<file path="src/verilog/plf_regs.svh">
// Purpose: register offsets, field positions, reset values and timing
// Assumes: 40 MHz system clock
// Notes:   offsets are byte addresses of aligned words
`ifndef PLF_REGS_SVH
`define PLF_REGS_SVH
// ----------------------------------------------------------------------
// register offsets
// ----------------------------------------------------------------------
`define PLF_A_CFG      8'h00
`define PLF_A_IP       8'h04
`define PLF_A_NETMASK  8'h08
`define PLF_A_GATEWAY  8'h0C
`define PLF_A_HWADDR_L 8'h10
`define PLF_A_HWADDR_H 8'h14
`define PLF_A_STATUS   8'h18
`define PLF_A_EVT      8'h1C
`define PLF_A_EVT_MASK 8'h20
`define PLF_A_OUT_MAP  8'h24
`define PLF_A_WORD     8'h28
// ----------------------------------------------------------------------
// config fields and reset values
// ----------------------------------------------------------------------
`define PLF_CFG_FMT_LSB   0
`define PLF_CFG_ORD_LSB   2
`define PLF_CFG_SLOT_LSB  4
`define PLF_FMT_RST       2'h0
`define PLF_ORD_RST       2'h2
`define PLF_SLOT_RST      3'h1
`define PLF_SLOT_MAX      3'h4
`define PLF_WEIGHT_LIM    32'sh00007FFF
// ----------------------------------------------------------------------
// timing
// ----------------------------------------------------------------------
`define PLF_CLK_KHZ       40000
`define PLF_TICK_MS       125
`define PLF_UPDATE_MS     58
`define PLF_ACT_MS        25
`define PLF_TICK_CYC      (`PLF_TICK_MS * `PLF_CLK_KHZ)
`define PLF_UPDATE_CYC    (`PLF_UPDATE_MS * `PLF_CLK_KHZ)
`define PLF_ACT_CYC       (`PLF_ACT_MS * `PLF_CLK_KHZ)
`define PLF_BLINK_PAUSE   4'h6
`endif

</file>
<file path="src/verilog/plf_pkg.sv">
// Purpose: types of the link status and data format block
// Assumes: nothing
// Notes:   constants live in plf_regs.svh
`default_nettype none
package plf_pkg;
    typedef enum logic [1:0] {
        PLF_FMT_INT  = 2'h0,
        PLF_FMT_DIV  = 2'h1,
        PLF_FMT_FLT  = 2'h2,
        PLF_FMT_APP  = 2'h3
    } plf_fmt_t;
    typedef enum logic [1:0] {
        PLF_ORD_STD  = 2'h0,
        PLF_ORD_BYTE = 2'h1,
        PLF_ORD_WORD = 2'h2,
        PLF_ORD_DWRD = 2'h3
    } plf_ord_t;
    typedef enum logic [1:0] {
        PLF_BL_PAUSE = 2'h0,
        PLF_BL_ON    = 2'h1,
        PLF_BL_OFF   = 2'h2
    } plf_blink_t;
    // network condition inputs, all levels except pkt
    typedef struct packed {
        logic       link;
        logic       ip_set;
        logic       mac_bad;
        logic       cfg_fail;
        logic       fatal;
        logic       dup_ip;
        logic       pkt;
        logic [3:0] conns;
    } plf_net_t;
    // module status indicator drive
    typedef struct packed {
        logic grn;
        logic red;
    } plf_led2_t;
endpackage : plf_pkg
`default_nettype wire

</file>
<file path="src/verilog/plf_top.sv">
// Purpose: status indicators, data format and discrete I/O pacing
// Assumes: inputs synchronous to clk_sys; register reads answer next cycle
// Notes:   long counts are parameters so a simulation can shorten them
`include "plf_regs.svh"
`default_nettype none
module plf_top #(
    parameter int unsigned TICK_CYC   = `PLF_TICK_CYC,
    parameter int unsigned UPDATE_CYC = `PLF_UPDATE_CYC,
    parameter int unsigned ACT_CYC    = `PLF_ACT_CYC,
    parameter int unsigned IO_W       = 4,
    parameter logic [47:0] HW_ADDR    = 48'h02_00_00_00_00_01 // arbitrary
) (
    input  wire logic             clk_sys,
    input  wire logic             rstn,
    input  wire logic [7:0]       addr,
    input  wire logic [31:0]      wdata,
    input  wire logic             wr,
    input  wire logic             rd,
    output logic [31:0]           rdata,
    input  wire logic             opt_present,
    input  wire plf_pkg::plf_net_t net,
    input  wire logic [31:0]      weight_raw,
    input  wire logic [31:0]      div_raw,
    input  wire logic [31:0]      float_raw,
    input  wire logic [IO_W-1:0]  plc_dout,
    input  wire logic [IO_W-1:0]  local_dout,
    input  wire logic [IO_W-1:0]  din,
    output logic [IO_W-1:0]       dout,
    output logic [IO_W-1:0]       plc_din,
    output logic [31:0]           data_word,
    output logic [3:0]            slot_en,
    output logic                  led_link,
    output plf_pkg::plf_led2_t    led_mod,
    output logic                  led_net,
    output logic                  led_act,
    output logic                  irq
);
    // ------------------------------------------------------------------
    // parameter checks
    // ------------------------------------------------------------------
    if (TICK_CYC < 2 || UPDATE_CYC < 2 || ACT_CYC < 1 || IO_W > 32) begin
        $error("plf_top: unsupported parameter values");
    end

    // ------------------------------------------------------------------
    // state
    // ------------------------------------------------------------------
    plf_pkg::plf_fmt_t   fmt_q;
    plf_pkg::plf_ord_t   ord_q;
    plf_pkg::plf_blink_t bl_q;
    logic [2:0]  slots_q;
    logic [31:0] ip_q, mask_q, gw_q;
    logic [IO_W-1:0] out_map_q;
    logic        opt_q;
    logic [3:0]  evt_q, evt_mask_q;
    logic [31:0] tick_cnt_q, upd_cnt_q, act_cnt_q;
    logic [2:0]  phase_q;
    logic [3:0]  bl_cnt_q, bl_left_q;
    logic        link_q, fault_q;
    logic [3:0]  conns_q;

    // ------------------------------------------------------------------
    // register decode
    // ------------------------------------------------------------------
    wire         wr_cfg    = wr && addr == `PLF_A_CFG;
    wire         net_wr_ok = wr && opt_q;
    wire         wr_ip     = net_wr_ok && addr == `PLF_A_IP;
    wire         wr_mask   = net_wr_ok && addr == `PLF_A_NETMASK;
    wire         wr_gw     = net_wr_ok && addr == `PLF_A_GATEWAY;
    wire         wr_emask  = wr && addr == `PLF_A_EVT_MASK;
    wire         wr_map    = wr && addr == `PLF_A_OUT_MAP;
    wire         rd_evt    = rd && addr == `PLF_A_EVT;
    wire [1:0]   new_fmt   = wdata[`PLF_CFG_FMT_LSB +: 2];
    wire [1:0]   new_ord   = wdata[`PLF_CFG_ORD_LSB +: 2];
    wire [2:0]   new_slots = wdata[`PLF_CFG_SLOT_LSB +: 3];
    wire         slots_ok  = new_slots != 3'h0
                          && new_slots <= `PLF_SLOT_MAX;
    wire         fmt_chg   = wr_cfg && new_fmt != fmt_q;
    wire [31:0]  cfg_rd    = {25'h0, slots_q, ord_q, fmt_q};
    wire [31:0]  stat_rd   = {20'h00000, conns_q, net.dup_ip, net.fatal,
                              net.cfg_fail, net.mac_bad, net.ip_set,
                              link_q, opt_q, 1'h0};

    // ------------------------------------------------------------------
    // timers: flash tick and update cycle
    // ------------------------------------------------------------------
    wire tick     = tick_cnt_q == TICK_CYC - 1;
    wire upd_tick = upd_cnt_q == UPDATE_CYC - 1;

    always_ff @(posedge clk_sys or negedge rstn) begin
        if (!rstn) begin
            tick_cnt_q <= 32'h00000000;
            upd_cnt_q  <= 32'h00000000;
            phase_q    <= 3'h0;
        end else begin
            tick_cnt_q <= tick ? 32'h00000000 : tick_cnt_q + 32'h00000001;
            upd_cnt_q  <= upd_tick ? 32'h00000000 : upd_cnt_q + 32'h00000001;
            if (tick) begin
                phase_q <= phase_q + 3'h1;
            end
        end
    end

    // ------------------------------------------------------------------
    // configuration registers
    // ------------------------------------------------------------------
    always_ff @(posedge clk_sys or negedge rstn) begin
        if (!rstn) begin
            fmt_q     <= plf_pkg::plf_fmt_t'(`PLF_FMT_RST);
            ord_q     <= plf_pkg::plf_ord_t'(`PLF_ORD_RST);
            slots_q   <= `PLF_SLOT_RST;
            slot_en   <= 4'h1;
            ip_q      <= 32'h00000000;
            mask_q    <= 32'h00000000;
            gw_q      <= 32'h00000000;
            out_map_q <= '0;
            opt_q     <= 1'b0;
        end else begin
            if (opt_present) begin
                opt_q <= 1'b1;
            end
            if (wr_cfg) begin
                fmt_q <= plf_pkg::plf_fmt_t'(new_fmt);
                ord_q <= plf_pkg::plf_ord_t'(new_ord);
            end
            if (fmt_chg) begin
                slots_q <= 3'h0;
                slot_en <= 4'h0;
            end else if (wr_cfg && slots_ok) begin
                slots_q <= new_slots;
                slot_en <= 4'(5'h0F >> (3'h4 - new_slots));
            end
            if (wr_ip)   ip_q   <= wdata;
            if (wr_mask) mask_q <= wdata;
            if (wr_gw)   gw_q   <= wdata;
            if (wr_map)  out_map_q <= wdata[IO_W-1:0];
        end
    end

    // ------------------------------------------------------------------
    // data word: clamp, select format, reorder bytes
    // ------------------------------------------------------------------
    function automatic logic [15:0] plf_clamp(input logic [31:0] v);
        if ($signed(v) > `PLF_WEIGHT_LIM) begin
            return 16'h7FFF;
        end else if ($signed(v) < -`PLF_WEIGHT_LIM) begin
            return 16'h8001;
        end
        return v[15:0];
    endfunction : plf_clamp

    wire [15:0] w_int = plf_clamp(weight_raw);
    wire [15:0] w_div = plf_clamp(div_raw);
    wire [31:0] w_sel = fmt_q == plf_pkg::PLF_FMT_INT ? 32'($signed(w_int))
                      : fmt_q == plf_pkg::PLF_FMT_DIV ? 32'($signed(w_div))
                      : float_raw;
    wire [31:0] w_ord =
        ord_q == plf_pkg::PLF_ORD_BYTE ? {w_sel[23:16], w_sel[31:24],
                                          w_sel[7:0],   w_sel[15:8]}
      : ord_q == plf_pkg::PLF_ORD_WORD ? {w_sel[15:0],  w_sel[31:16]}
      : ord_q == plf_pkg::PLF_ORD_DWRD ? {w_sel[7:0],   w_sel[15:8],
                                          w_sel[23:16], w_sel[31:24]}
      : w_sel;

    // ------------------------------------------------------------------
    // discrete I/O paced by the update cycle
    // ------------------------------------------------------------------
    wire [IO_W-1:0] dout_mix = (local_dout & out_map_q)
                             | (plc_dout & ~out_map_q);

    always_ff @(posedge clk_sys or negedge rstn) begin
        if (!rstn) begin
            dout      <= '0;
            plc_din   <= '0;
            data_word <= 32'h00000000;
        end else if (upd_tick) begin
            dout      <= dout_mix;
            plc_din   <= din;
            data_word <= w_ord;
        end
    end

    // ------------------------------------------------------------------
    // link, module status and activity indicators
    // ------------------------------------------------------------------
    wire flash1 = phase_q[2];
    wire flash2 = phase_q[1];
    wire flash4 = phase_q[0];
    plf_pkg::plf_led2_t mod_d;
    assign mod_d = net.fatal    ? {1'b0, flash4}
                 : net.cfg_fail ? {1'b0, flash2}
                 : net.dup_ip   ? {1'b0, 1'b1}
                 : net.mac_bad  ? {1'b0, flash1}
                 : !net.ip_set  ? {flash1, 1'b0}
                 : {1'b1, 1'b0};
    wire fault = net.fatal | net.cfg_fail | net.dup_ip | net.mac_bad;

    always_ff @(posedge clk_sys or negedge rstn) begin
        if (!rstn) begin
            led_link  <= 1'b0;
            led_mod   <= '0;
            led_act   <= 1'b0;
            act_cnt_q <= 32'h00000000;
        end else begin
            led_link <= net.link;
            led_mod  <= mod_d;
            if (net.pkt) begin
                act_cnt_q <= ACT_CYC;
            end else if (act_cnt_q != 32'h00000000) begin
                act_cnt_q <= act_cnt_q - 32'h00000001;
            end
            led_act <= net.pkt || act_cnt_q > 32'h00000001;
        end
    end

    // ------------------------------------------------------------------
    // connection count blinker
    // ------------------------------------------------------------------
    always_ff @(posedge clk_sys or negedge rstn) begin
        if (!rstn) begin
            bl_q      <= plf_pkg::PLF_BL_PAUSE;
            bl_cnt_q  <= 4'h0;
            bl_left_q <= 4'h0;
            led_net   <= 1'b0;
        end else if (tick) begin
            case (bl_q)
                plf_pkg::PLF_BL_PAUSE: begin
                    if (bl_cnt_q + 4'h1 >= `PLF_BLINK_PAUSE) begin
                        bl_cnt_q <= 4'h0;
                        if (net.conns != 4'h0) begin
                            bl_left_q <= net.conns - 4'h1;
                            bl_q      <= plf_pkg::PLF_BL_ON;
                            led_net   <= 1'b1;
                        end
                    end else begin
                        bl_cnt_q <= bl_cnt_q + 4'h1;
                    end
                end
                plf_pkg::PLF_BL_ON: begin
                    led_net <= 1'b0;
                    bl_q    <= bl_left_q == 4'h0 ? plf_pkg::PLF_BL_PAUSE
                                                 : plf_pkg::PLF_BL_OFF;
                end
                plf_pkg::PLF_BL_OFF: begin
                    led_net   <= 1'b1;
                    bl_left_q <= bl_left_q - 4'h1;
                    bl_q      <= plf_pkg::PLF_BL_ON;
                end
                default: begin
                    bl_q    <= plf_pkg::PLF_BL_PAUSE;
                    led_net <= 1'b0;
                end
            endcase
        end
    end

    // ------------------------------------------------------------------
    // events, interrupt and read data
    // ------------------------------------------------------------------
    wire [3:0] evt_set = {fmt_chg, net.conns != conns_q,
                          fault & ~fault_q, net.link ^ link_q};
    wire [3:0] evt_d   = evt_set | (rd_evt ? 4'h0 : evt_q);

    always_ff @(posedge clk_sys or negedge rstn) begin
        if (!rstn) begin
            evt_q      <= 4'h0;
            evt_mask_q <= 4'h0;
            link_q     <= 1'b0;
            fault_q    <= 1'b0;
            conns_q    <= 4'h0;
            irq        <= 1'b0;
            rdata      <= 32'h00000000;
        end else begin
            evt_q   <= evt_d;
            link_q  <= net.link;
            fault_q <= fault;
            conns_q <= net.conns;
            if (wr_emask) begin
                evt_mask_q <= wdata[3:0];
            end
            irq <= |(evt_d & (wr_emask ? wdata[3:0] : evt_mask_q));
            case (rd ? addr : 8'hFF)
                `PLF_A_CFG:      rdata <= cfg_rd;
                `PLF_A_IP:       rdata <= ip_q;
                `PLF_A_NETMASK:  rdata <= mask_q;
                `PLF_A_GATEWAY:  rdata <= gw_q;
                `PLF_A_HWADDR_L: rdata <= HW_ADDR[31:0];
                `PLF_A_HWADDR_H: rdata <= {16'h0000, HW_ADDR[47:32]};
                `PLF_A_STATUS:   rdata <= stat_rd;
                `PLF_A_EVT:      rdata <= {28'h0000000, evt_q};
                `PLF_A_EVT_MASK: rdata <= {28'h0000000, evt_mask_q};
                `PLF_A_OUT_MAP:  rdata <= 32'(out_map_q);
                `PLF_A_WORD:     rdata <= data_word;
                default:         rdata <= 32'h00000000;
            endcase
        end
    end
endmodule : plf_top
`default_nettype wire

</file>
<file path="config.mk">
export PLATFORM = sky130hd
export DESIGN_NAME = plf_top
export DESIGN_NICKNAME = d
export VERILOG_FILES = /design/src/verilog/plf_pkg.sv /design/src/verilog/plf_top.sv
export VERILOG_INCLUDE_DIRS = /design/src /design/src/verilog
export SDC_FILE = /design/constraint.sdc
export NUM_CORES = 1
export LEC_CHECK = 0
export BUFFER_PORTS_ARGS = -buffer_cell sky130_fd_sc_hd__buf_2
export CAP_MARGIN = 20
export CORE_ASPECT_RATIO = 2
export CORE_UTILIZATION = 51
export CTS_BUF_LIST = sky130_fd_sc_hd__clkbuf_16
export DETAILED_ROUTE_END_ITERATION = 10
export GPL_TIMING_DRIVEN = 0
export PLACE_DENSITY_LB_ADDON = 0.25
export SLEW_MARGIN = 20
export SYNTH_ARGS = -nofsm -noshare
export SYNTH_HDL_FRONTEND = slang
export SYNTH_SLANG_ARGS = --single-unit
export TNS_END_PERCENT = 10
</file>
<file path="constraint.sdc">
create_clock -name clk_sys -period 2.55 [get_ports clk_sys]
set_clock_uncertainty 0.15 [all_clocks]
set_input_delay 0.51 -clock clk_sys [delete_from_list [all_inputs] [get_ports clk_sys]]
set_output_delay 0.51 -clock clk_sys [all_outputs]
set_load 0.01 [all_outputs]
</file>
After elaboration in Yosys (flattened, before gate mapping):

Cells that the tools add are included.

* bits in latches: 0
* input port bits: 164
* bits in registers: 312
* bits in read-only memories: 0
* memories: 0
* memory bits (writable): 0

* multiplexer cells: 43
* add/subtract/negate cells: 8
* $mul: 0
* $lt $le $gt $ge: 7
* shifts and indexed selects: 1
* equal/unequal tests: 28
* bitwise operators: 12
* divide/modulo/power cells: 0
* reductions and logical operators: 27

Operators by type and width (count)
* $pmux W32 S11: 1
* $mux W32: 9
* $mux W16: 6
* $add A32 B1 Y32 const B: 2
* $gt A32 B16 Y1 const B: 2
* $lt A32 B16 Y1 const B: 2
* $eq A8 B5 Y1 const B: 5
* $eq A8 B6 Y1 const B: 5
* $eq A32 B22 Y1 const B: 1
* $eq A32 B23 Y1 const B: 1
* $eq A8 B4 Y1 const B: 4
* $gt A32 B1 Y1 const B: 1
* $reduce_bool A32 Y1: 1
* $sub A32 B1 Y32 const B: 1
* $mux W4: 7
* $eq A8 B3 Y1 const B: 2
* $logic_not A8 Y1: 2
* $mux W2: 8
* $and A4 B4 Y4: 3
* $logic_and A1 B1 Y1: 11
* $mux W8: 1
* $or A4 B4 Y4: 2
* $pmux W4 S2: 1
* $sub A4 B1 Y4 const B: 2
* other kinds (30): 46

Longest topological paths before layout:

Gate-level depths: netlist (run 1).

* word-level depth: 9
* mapped depth: 10
* gate-level depth less buffers: 9

Worst setup path before layout (run 1):

No wires, ideal clock.

* kind: register to register
* start: reg act_cnt_q[0]
* end: reg act_cnt_q[21]
* stages on the path, launching flop included: 10
* path buffers: 0
* arrival: 2188 ps
* setup time: 132 ps
* slack: 80 ps
* cells stage by stage: dfrtp_1 -> inv_1 -> ha_1 -> nor4b_1 -> and4_1 -> and4_1 -> nor4_4 -> nor4b_1 -> xnor2_1 -> nor2_1

* longest elaborated chain between the ends: 3
* elaborated cells on any way between the ends: 5
* those cells by class: 1 x add/sub; 2 x mux; 2 x reduce/logical

RTL lines
* from (decl): RTL line plf_top.sv:56 `logic [31:0] tick_cnt_q, upd_cnt_q, act_cnt_q;`
* from (signal assigned): RTL line plf_top.sv:210 `act_cnt_q <= act_cnt_q - 32'h00000001;`
* $sub A32 B1 Y32: RTL line plf_top.sv:210
* $mux W32: RTL line plf_top.sv:209 `end else if (act_cnt_q != 32'h00000000) begin`
* $mux W32: RTL line plf_top.sv:207 `if (net.pkt) begin`

Several ways; a longest one is shown, not always the timed one. The select of a mux whose other input is x is not followed.
A chain may end at the register's enable or synchronous reset.

Worst setup path after layout (run 1):

* start: in net[0] (netlist name)
* end: reg bl_left_q[2]

* longest elaborated chain between the ends: 4
* elaborated cells on any way between the ends: 7
* those cells by class: 1 x add/sub; 1 x eq/ne; 3 x mux; 2 x reduce/logical

RTL lines
* from (decl): RTL line plf_top.sv:21 `input wire plf_pkg::plf_net_t net,`
* $sub A4 B1 Y4: RTL line plf_top.sv:231 `bl_left_q <= net.conns - 4'h1;`
* $mux W4: RTL line plf_top.sv:230 `if (net.conns != 4'h0) begin`
* $mux W4: RTL line plf_top.sv:228 `` if (bl_cnt_q + 4'h1 >= `PLF_BLINK_PAUSE) begin ``
* $pmux W4 S2: RTL line plf_top.sv:226 `case (bl_q)`
* to (signal assigned): RTL line plf_top.sv:231
* to (signal assigned): RTL line plf_top.sv:246 `bl_left_q <= bl_left_q - 4'h1;`
* to (decl): RTL line plf_top.sv:58 `logic [3:0] bl_cnt_q, bl_left_q;`

Several ways; a longest one is shown, not always the timed one. The select of a mux whose other input is x is not followed.

==> out/results.tsv, run 1 <==
stage	metric	value	unit
synth	Post-synth top flop	dfrtp_1	
min_path	Hold Path Class	in2reg	
synth	Syn Area/Cell	10.51	um^2
sta	Final Cycle Share	101.3	%
routing	vias	12810	
synth	Yosys reg bits	311	
setup_path	WP data required	2830	ps
global_route	vias in the first global route	13200	
pwr	pwr/cell area	559.0	mW/mm^2
clock_tree	clock tree from TritonCTS	built	
floorplanning	Die Area	0.03013	mm^2
pwr	leakage	8.725	nW
clock_tree	clk slew on worst S/H paths	60	ps
setup_path	crit end category	flip-flop	
setup_path	reg2reg end	data_word[23]	
sta	Max Slew Vio Count	0	
clock_tree	Root Buffer	clkbuf_16	
synth	distinct cell type count after synthesis	72	
synth	post-synthesis sequential area ratio	51.93	%
placed_design	Port Buf Inserts	245	
placed_design	post-DP HPWL	34720	um
routing	Vias per Instance	6.052	
sta	Hold Violations, Final	0	
clock_tree	clock sink total	311	
floorplanning	core area	0.02885	mm^2
synth	Mapped Nets	1601	
routing	DRC	0	
setup_path	Worst path slowest cell	dlygate4sd3_1	
floorplanning	I/O pin cnt	246	
synth	Mapped Area	0.01499	mm^2
min_path	Worst Hold End	plc_din[2]	
sta	Peak Freq	387.2	MHz
sta	Min Clock Period, post-route	2583	ps
routing	Pre-antenna DRT Iters	6	
clock_tree	CTS buffer count	27	
sta	Slew @ Worst Pin	774.1	ps
setup_path	r2r startpoint	fmt_q[1]	
sta	RSZ-0062 raised after global routing	yes	
routing	antenna-violating nets left	0	
setup_path	CP dominant cell by count	buf_2	
synth	share of the synthesized area in the top cell type	51.40	%
global_route	gr ovfl total	0	
floorplanning	row count	88	
pwr	Power Total	10.10	mW
global_route	Tot GR Track Use	31.06	%
flow_run	Max Cap Violations	0	
layout	nets	1906	
sta	Setup-failing EPs final	1	
min_path	Hold Path Depth	3	
synth	Synth top cells by count	308 x dfrtp_1, 189 x nand2_1, 118 x nor2_1	
global_route	initial antenna violation count	8	
synth	Yosys Warn Count	0	
setup_path	CP Cell Sequence	dlygate4sd3_1, buf_2, or4_1, o21ai_0, nor2_1, and2_0, buf_2, a31o_2, a221oi_2	
floorplanning	Starting Density	51.98	%
synth	Post-synth EDFFs	0	
sta	relative slew slack	48.20	%
status	status	complete, but fails checks	
sta	setup ws final	-32.81	ps
synth	dominant cell type by area after synthesis	dfrtp_1	
setup_path	critical path type	in2reg	
setup_path	crit start category	input port	
pwr	IR drop worst, VDD	0.4349	mV
floorplanning	die height	244.5	um
clock_tree	maximum clock insertion buffer count	3	
placed_design	area of placed instances	0.01676	mm^2
routing	DRT Wirelength	46130	um
layout	Finished Cell Area	0.01808	mm^2
synth	synth top area cells	dfrtp_1 51%, mux2_2 7.5%, nand2_1 4.7%	
global_route	first-pass GRT wire length	71040	um
setup_path	Worst Path Max Fanout	6	
layout	Fillers	2428	
setup_path	Data arrival, critical path	2860	ps
min_path	worst hold start	din[2]	
setup_path	reg2reg path depth	9	
layout	share of layout cells above drive strength 1	27.60	%
setup_path	reg-to-reg setup timing slack	30	ps
global_route	largest net degree at the start of global routing	91	
status	violations in the final reports	negative setup slack	
synth	async set-reset flop share out of synthesis	100.0	%
layout	Final Util	62.66	%
clock_tree	H-tree Lvls	1	
floorplanning	die width	123.2	um
synth	most frequent cell after synthesis	dfrtp_1	
routing	DR WL/cell	21.79	um
layout	Area Growth Syn to Fin	20.55	%
placed_design	routability-driven placement congestion ratio	0.9677	
sta	hold slack	10.95	ps
setup_path	CP peak stage delay	560	ps
synth	synthesized netlist cell count	1426	
routing	initial drt markers	938	
clock_tree	clk_lat worst skew	550	ps
==> flip-flops by register name (all words and copies together) (netlist names), 32 cells and up <==
signal and flops:
act_cnt_q 32, rdata 32, gw_q 32, ip_q 32
data_word 32, upd_cnt_q 32, tick_cnt_q 32, mask_q 32
==> worst max-delay path: cells and delay by family <==
family	cells	cell delay (ps)
compound gates	3	760
buf+inv	3	880
simple gates	3	720
==> power breakdown <==
group / internal [mW] / switching, mW
logic: 0.439 / 0.641
clock network: 2.02 / 1.83
registers: 5.06 / 0.117
==> metrics by stage <==
step | cells | worst slack [ps] | setup TNS, ps
after detailed placement | 2034 | -718.7 | -50240
final | 2117 | -32.81 | -32.81
after floorplan | 1426 | 80.11 | 0
after CTS | 2094 | -68.55 | -309.3
after global routing | 2117 | -56.21 | -585.1
after global placement | 2031 | -4880 | -1542330
==> how the worst max path moves through the flow <==
| stage | to | slack (ps) | start |
|---|---|---|---|
| 3_5_place_dp | data_word[23] | -720 | div_raw[6] |
| 6_report | bl_left_q[2] | -30 | net[0] |
| 5_1_grt | tick_cnt_q[24] | -60 | tick_cnt_q[8] |
| 3_3_place_gp | tick_cnt_q[0] | -4880 | rstn |
| 2_1_floorplan | act_cnt_q[21] | 80 | act_cnt_q[0] |
| 4_1_cts | act_cnt_q[30] | -70 | act_cnt_q[7] |
==> cells in the final DEF, fill, tap and decap left out, types with 35 or more instances in the layout <==
cell type / synthesis / final
nand3_1: 49 / 47
dfrtp_1: 308 / 306
nor2_1: 118 / 116
xor2_1: 44 / 44
mux2_2: 100 / 100
a21oi_1: 43 / 43
nand2_1: 189 / 188
xnor2_1: 54 / 54
buf_2: 10 / 252
clkbuf_1: 44 / 35
o21ai_0: 57 / 56
==> layout make-up <==
| class | count | area, um^2 | share of cell area (%) |
|---|---|---|---|
| diodes | 7 | 17.52 | 0.09691 |
| plain buffers | 59 | 280.3 | 1.550 |
| clock buffers | 27 | 675.6 | 3.738 |
| clock inverters | 21 | 118.9 | 0.6576 |
| inverters | 24 | 90.09 | 0.4984 |
| multi-input cells | 1032 | 7104 | 39.30 |
| flip-flops and latches | 311 | 7789 | 43.09 |
| well taps | 360 | 450.4 | 2.492 |
| repair buffers | 276 | 1550 | 8.576 |
==> cell families (layout without fill, tap and decap cells) <==
kind of cell             count (synthesis)  count (layout)  share of synthesized area, %
AND/OR/NAND/NOR                        541             542                         17.93
flip-flops                             311             311                         51.93
AO/OA/AOI/OAI                          250             250                         11.68
multiplexers                           131             131                         9.579
XOR/XNOR                                98              98                         5.724
buffers and inverters                   84             407                         2.236
adder cells (fa/ha/maj)                 11              11                        0.9179
other                                    0               7                             0
==> timing repair <==
action,CTS,global route
cloned,1,0
endpoints found under the setup margin,91,92
setup buffers,5,16
endpoints found under the hold margin,80,0
gates resized for setup,31,41
pin swaps,5,13
hold buffers,7,0
==> per-layer routing <==
metal | vias to the layer above | GRT usage (%) | part of all wire [%]
met5 | - | 0 | 0.028
met4 | 2 | 22.11 | 7.5
met3 | 179 | 3.965 | 5.7
met2 | 558 | 55.52 | 53
met1 | 6302 | 32.70 | 34
li1 | 5771 | - | -
(Power assumes the default switching activity.)
==> inputs of run 2 (changes only) <==
--- a/config.mk
+++ b/config.mk
@@ -9,7 +9,7 @@
 export BUFFER_PORTS_ARGS = -buffer_cell sky130_fd_sc_hd__buf_2
 export CAP_MARGIN = 20
 export CORE_ASPECT_RATIO = 2
-export CORE_UTILIZATION = 51
+export CORE_UTILIZATION = 54
 export CTS_BUF_LIST = sky130_fd_sc_hd__clkbuf_16
 export DETAILED_ROUTE_END_ITERATION = 10
 export GPL_TIMING_DRIVEN = 0
==> constraint.sdc (replaced) <==
create_clock -name clk_sys -period 2.65 [get_ports clk_sys]
set_clock_uncertainty 0.15 [all_clocks]
set_input_delay 0.53 -clock clk_sys [delete_from_list [all_inputs] [get_ports clk_sys]]
set_output_delay 0.53 -clock clk_sys [all_outputs]
set_load 0.01 [all_outputs]
==> run 2 against run 1 <==
Net effect:
- register-to-register slack better by 30 ps
- clock-buffer cell count unchanged
- routed wire length down 2.1%
- combinational power down 5%
- non-clock buffer count down 16
- first-iteration DRC count up 9.9%
- clock power up 4%
- highest routed layer unchanged
- via count down 0.76%
- the run now ends clean
- setup slack better by 91 ps
- total power down 0.80%
- hold slack better by 10 ps
- largest power group unchanged
==> out/results.tsv, run 2 (synthesis gave the netlist of run 1 again) <==
stage	metric	value	unit	change
setup_path	reg2reg end	act_cnt_q[9]		
layout	most frequent cells in the layout	306 x dfrtp_1, 256 x buf_2, 189 x nand2_1		
pwr	IR drop worst, VDD	0.4489	mV	+3.2%
routing	DRT Wirelength	45160	um	-2.1%
placed_design	post-DP HPWL	34330	um	-1.1%
status	status	finished, final reports clean		
global_route	met2 usage	57.28	%	+1.8 points
sta	RSZ-0062 raised after global routing	yes		
routing	Pre-antenna DRT Iters	9		+3
sta	Peak Freq	385.8	MHz	
sta	Hold Violations, Final	0		unchanged
global_route	M1 GR Usage	33.35	%	+0.65 points
pwr	Int Power	7.514	mW	about the same
pwr	pwr/cell area	558.4	mW/mm^2	-0.10%
min_path	Hold Path Class	in2reg		
global_route	gr ovfl total	0		unchanged
setup_path	CP peak stage delay	580	ps	+20 ps
clock_tree	H-tree Lvls	1		unchanged
setup_path	WP data required	2930	ps	+100 ps
layout	Area Growth Syn to Fin	19.71	%	
sta	Min Clock Period, post-route	2592	ps	
global_route	vias in the first global route	12940		-2.0%
setup_path	reg-to-reg setup timing slack	60	ps	+30 ps
global_route	largest net degree at the start of global routing	96		+5.5%
routing	vias	12720		-0.76%
min_path	worst hold start	net[2]		
pwr	sw frac	25.03	%	-0.58 points
clock_tree	clk slew on worst S/H paths	70	ps	about the same
placed_design	routability-driven placement congestion ratio	0.9730		+0.55%
global_route	Tot GR Track Use	31.56	%	+0.49 points
min_path	Hold Path Depth	1		-2
layout	Final Util	65.42	%	+2.8 points
floorplanning	I/O pin cnt	246		unchanged
layout	share of layout cells above drive strength 1	26.72	%	-0.88 points
min_path	Worst Hold End	conns_q[2]		
floorplanning	die height	237.7	um	-2.8%
pwr	leakage	8.651	nW	-0.85%
sta	Max Slew Vio Count	0		unchanged
pwr	Clock power frac	40.1	%	+2.0 points
clock_tree	Root Buffer	clkbuf_16		
pwr	sequential share of power	49.7	%	-1.5 points
setup_path	Worst Path Max Fanout	5		-1
floorplanning	row count	86		-2.3%
setup_path	CP Cell Sequence	or4_4, nor4_4, and4_4, nor4_4, buf_4, nand3b_1, xor2_1, nand2b_1		
setup_path	Worst path slowest cell	or4_4		
global_route	first-pass GRT wire length	68810	um	-3.1%
sta	Setup-failing EPs final	0		-1
pwr	P_sw	2.509	mW	-3.0%
pwr	Comb pwr share	10.3	%	-0.4 points
routing	DR WL/cell	21.64	um	-0.70%
clock_tree	maximum clock insertion buffer count	3		unchanged
layout	commonest non-fill, non-tap cell in the layout	dfrtp_1		
global_route	initial antenna violation count	3		-5
routing	antenna-violating nets left	0		unchanged
routing	DRC	0		unchanged
flow_run	Max Cap Violations	0		unchanged
floorplanning	core area	0.02744	mm^2	-4.9%
floorplanning	Die Area	0.02848	mm^2	-5.5%
clock_tree	clk_lat worst skew	550	ps	about the same
layout	Fillers	2265		-6.7%
clock_tree	CTS buffer count	27		unchanged
sta	relative slew slack	49.95	%	+1.7 points
clock_tree	clock sink total	311		unchanged
global_route	gr busiest metal	met2		
layout	nets	1889		-0.89%
sta	Slew @ Worst Pin	750.8	ps	-23.31 ps
global_route	met3 GRT Util	4.223	%	+0.26 points
setup_path	Data arrival, critical path	2870	ps	about the same
routing	Vias per Instance	6.092		+0.67%
floorplanning	die width	119.8	um	-2.8%
setup_path	critical path type	reg2reg		
clock_tree	clock tree from TritonCTS	built		
placed_design	Port Buf Inserts	245		unchanged
setup_path	crit end category	flip-flop		
sta	Final Cycle Share	97.81	%	
setup_path	crit start category	flip-flop		
setup_path	reg2reg path depth	8		-1
setup_path	CP dominant cell by count	nor4_4		
routing	initial drt markers	1031		+9.9%
floorplanning	Starting Density	54.65	%	+2.7 points
pwr	Power Total	10.02	mW	-0.80%
setup_path	r2r startpoint	act_cnt_q[27]		
[run 2: cell types whose count changed in the layout (fill, tap and decap cells not counted), sizes merged]
cell         delta
bufinv          +3
clkinv          -2
nor2            -1
inv             -2
diode           -5
clkinvlp        +1
clkbuf          -2
buf            -10
dlygate4sd3     -4
[run 2: stage by stage]
step	cell area, um^2	instances	TNS [ps]	setup WS, ps	hold slack (ps)
after global placement	16660	2023	-1525230	-4800	299.3
final	17950	2087	0	58.10	21.33
after global routing	17950	2087	-286.9	-75.29	14.08
after floorplan	14990	1426	0	180.0	84.41
after detailed placement	16750	2026	-55850	-830.5	307.9
after CTS	17770	2079	-398.3	-79.01	9.754
[run 2: power groups by stage]
stage	clock, mW	combinational [mW]	sequential (mW)
final	4.02	1.03	4.98
after global routing	4.26	1.11	4.99
after CTS	4.07	0.993	4.97
after detailed placement	0	0.967	5.06
after global placement	0	0.929	5.05
after floorplan	0	0.488	5.03
[run 2: worst max path at each step]
stage	from	endpoint	slack [ps]
2_1_floorplan	weight_raw[18]	data_word[31]	180
3_3_place_gp	rstn	bl_cnt_q[3]	-4800
3_5_place_dp	addr[5]	rdata[6]	-830
4_1_cts	upd_cnt_q[0]	data_word[31]	-80
5_1_grt	upd_cnt_q[0]	data_word[12]	-80
6_report	act_cnt_q[27]	act_cnt_q[9]	60
[run 2: what timing repair did]
item / in CTS / in global routing
hold endpoints to repair: 58 / 0
pin swaps: 1 / 6
hold buffers: 3 / 0
resized for setup: 23 / 30
endpoints found under the setup margin: 68 / 92
setup buffers: 2 / 7
[run 2: cell type report]
| type | count | area (um^2) | area share (%) |
|---|---|---|---|
| clock inverters | 21 | 205.2 | 1.143 |
| clock buffers | 27 | 675.6 | 3.764 |
| repair buffers | 260 | 1420 | 7.912 |
| well taps | 352 | 440.4 | 2.454 |
| plain buffers | 59 | 270.3 | 1.506 |
| flip-flops and latches | 311 | 7789 | 43.39 |
| diodes | 2 | 5.005 | 0.02788 |
| multi-input cells | 1031 | 7054 | 39.30 |
| inverters | 24 | 90.09 | 0.5019 |
[run 2: worst max-delay path: cells and delay by family (launching register included)]
| kind | cells | cell delay [ps] |
|---|---|---|
| XOR/XNOR | 1 | 150 |
| AND/OR/NAND/NOR | 6 | 1620 |
| flip-flops | 1 | 390 |
| buffers and inverters | 1 | 140 |
[run 2: metal layers]
layer / vias to the layer above / share of wire, %
met5: - / 0.024
met4: 2 / 7.4
met3: 189 / 5.5
met2: 585 / 53
met1: 6208 / 34
li1: 5731 / -
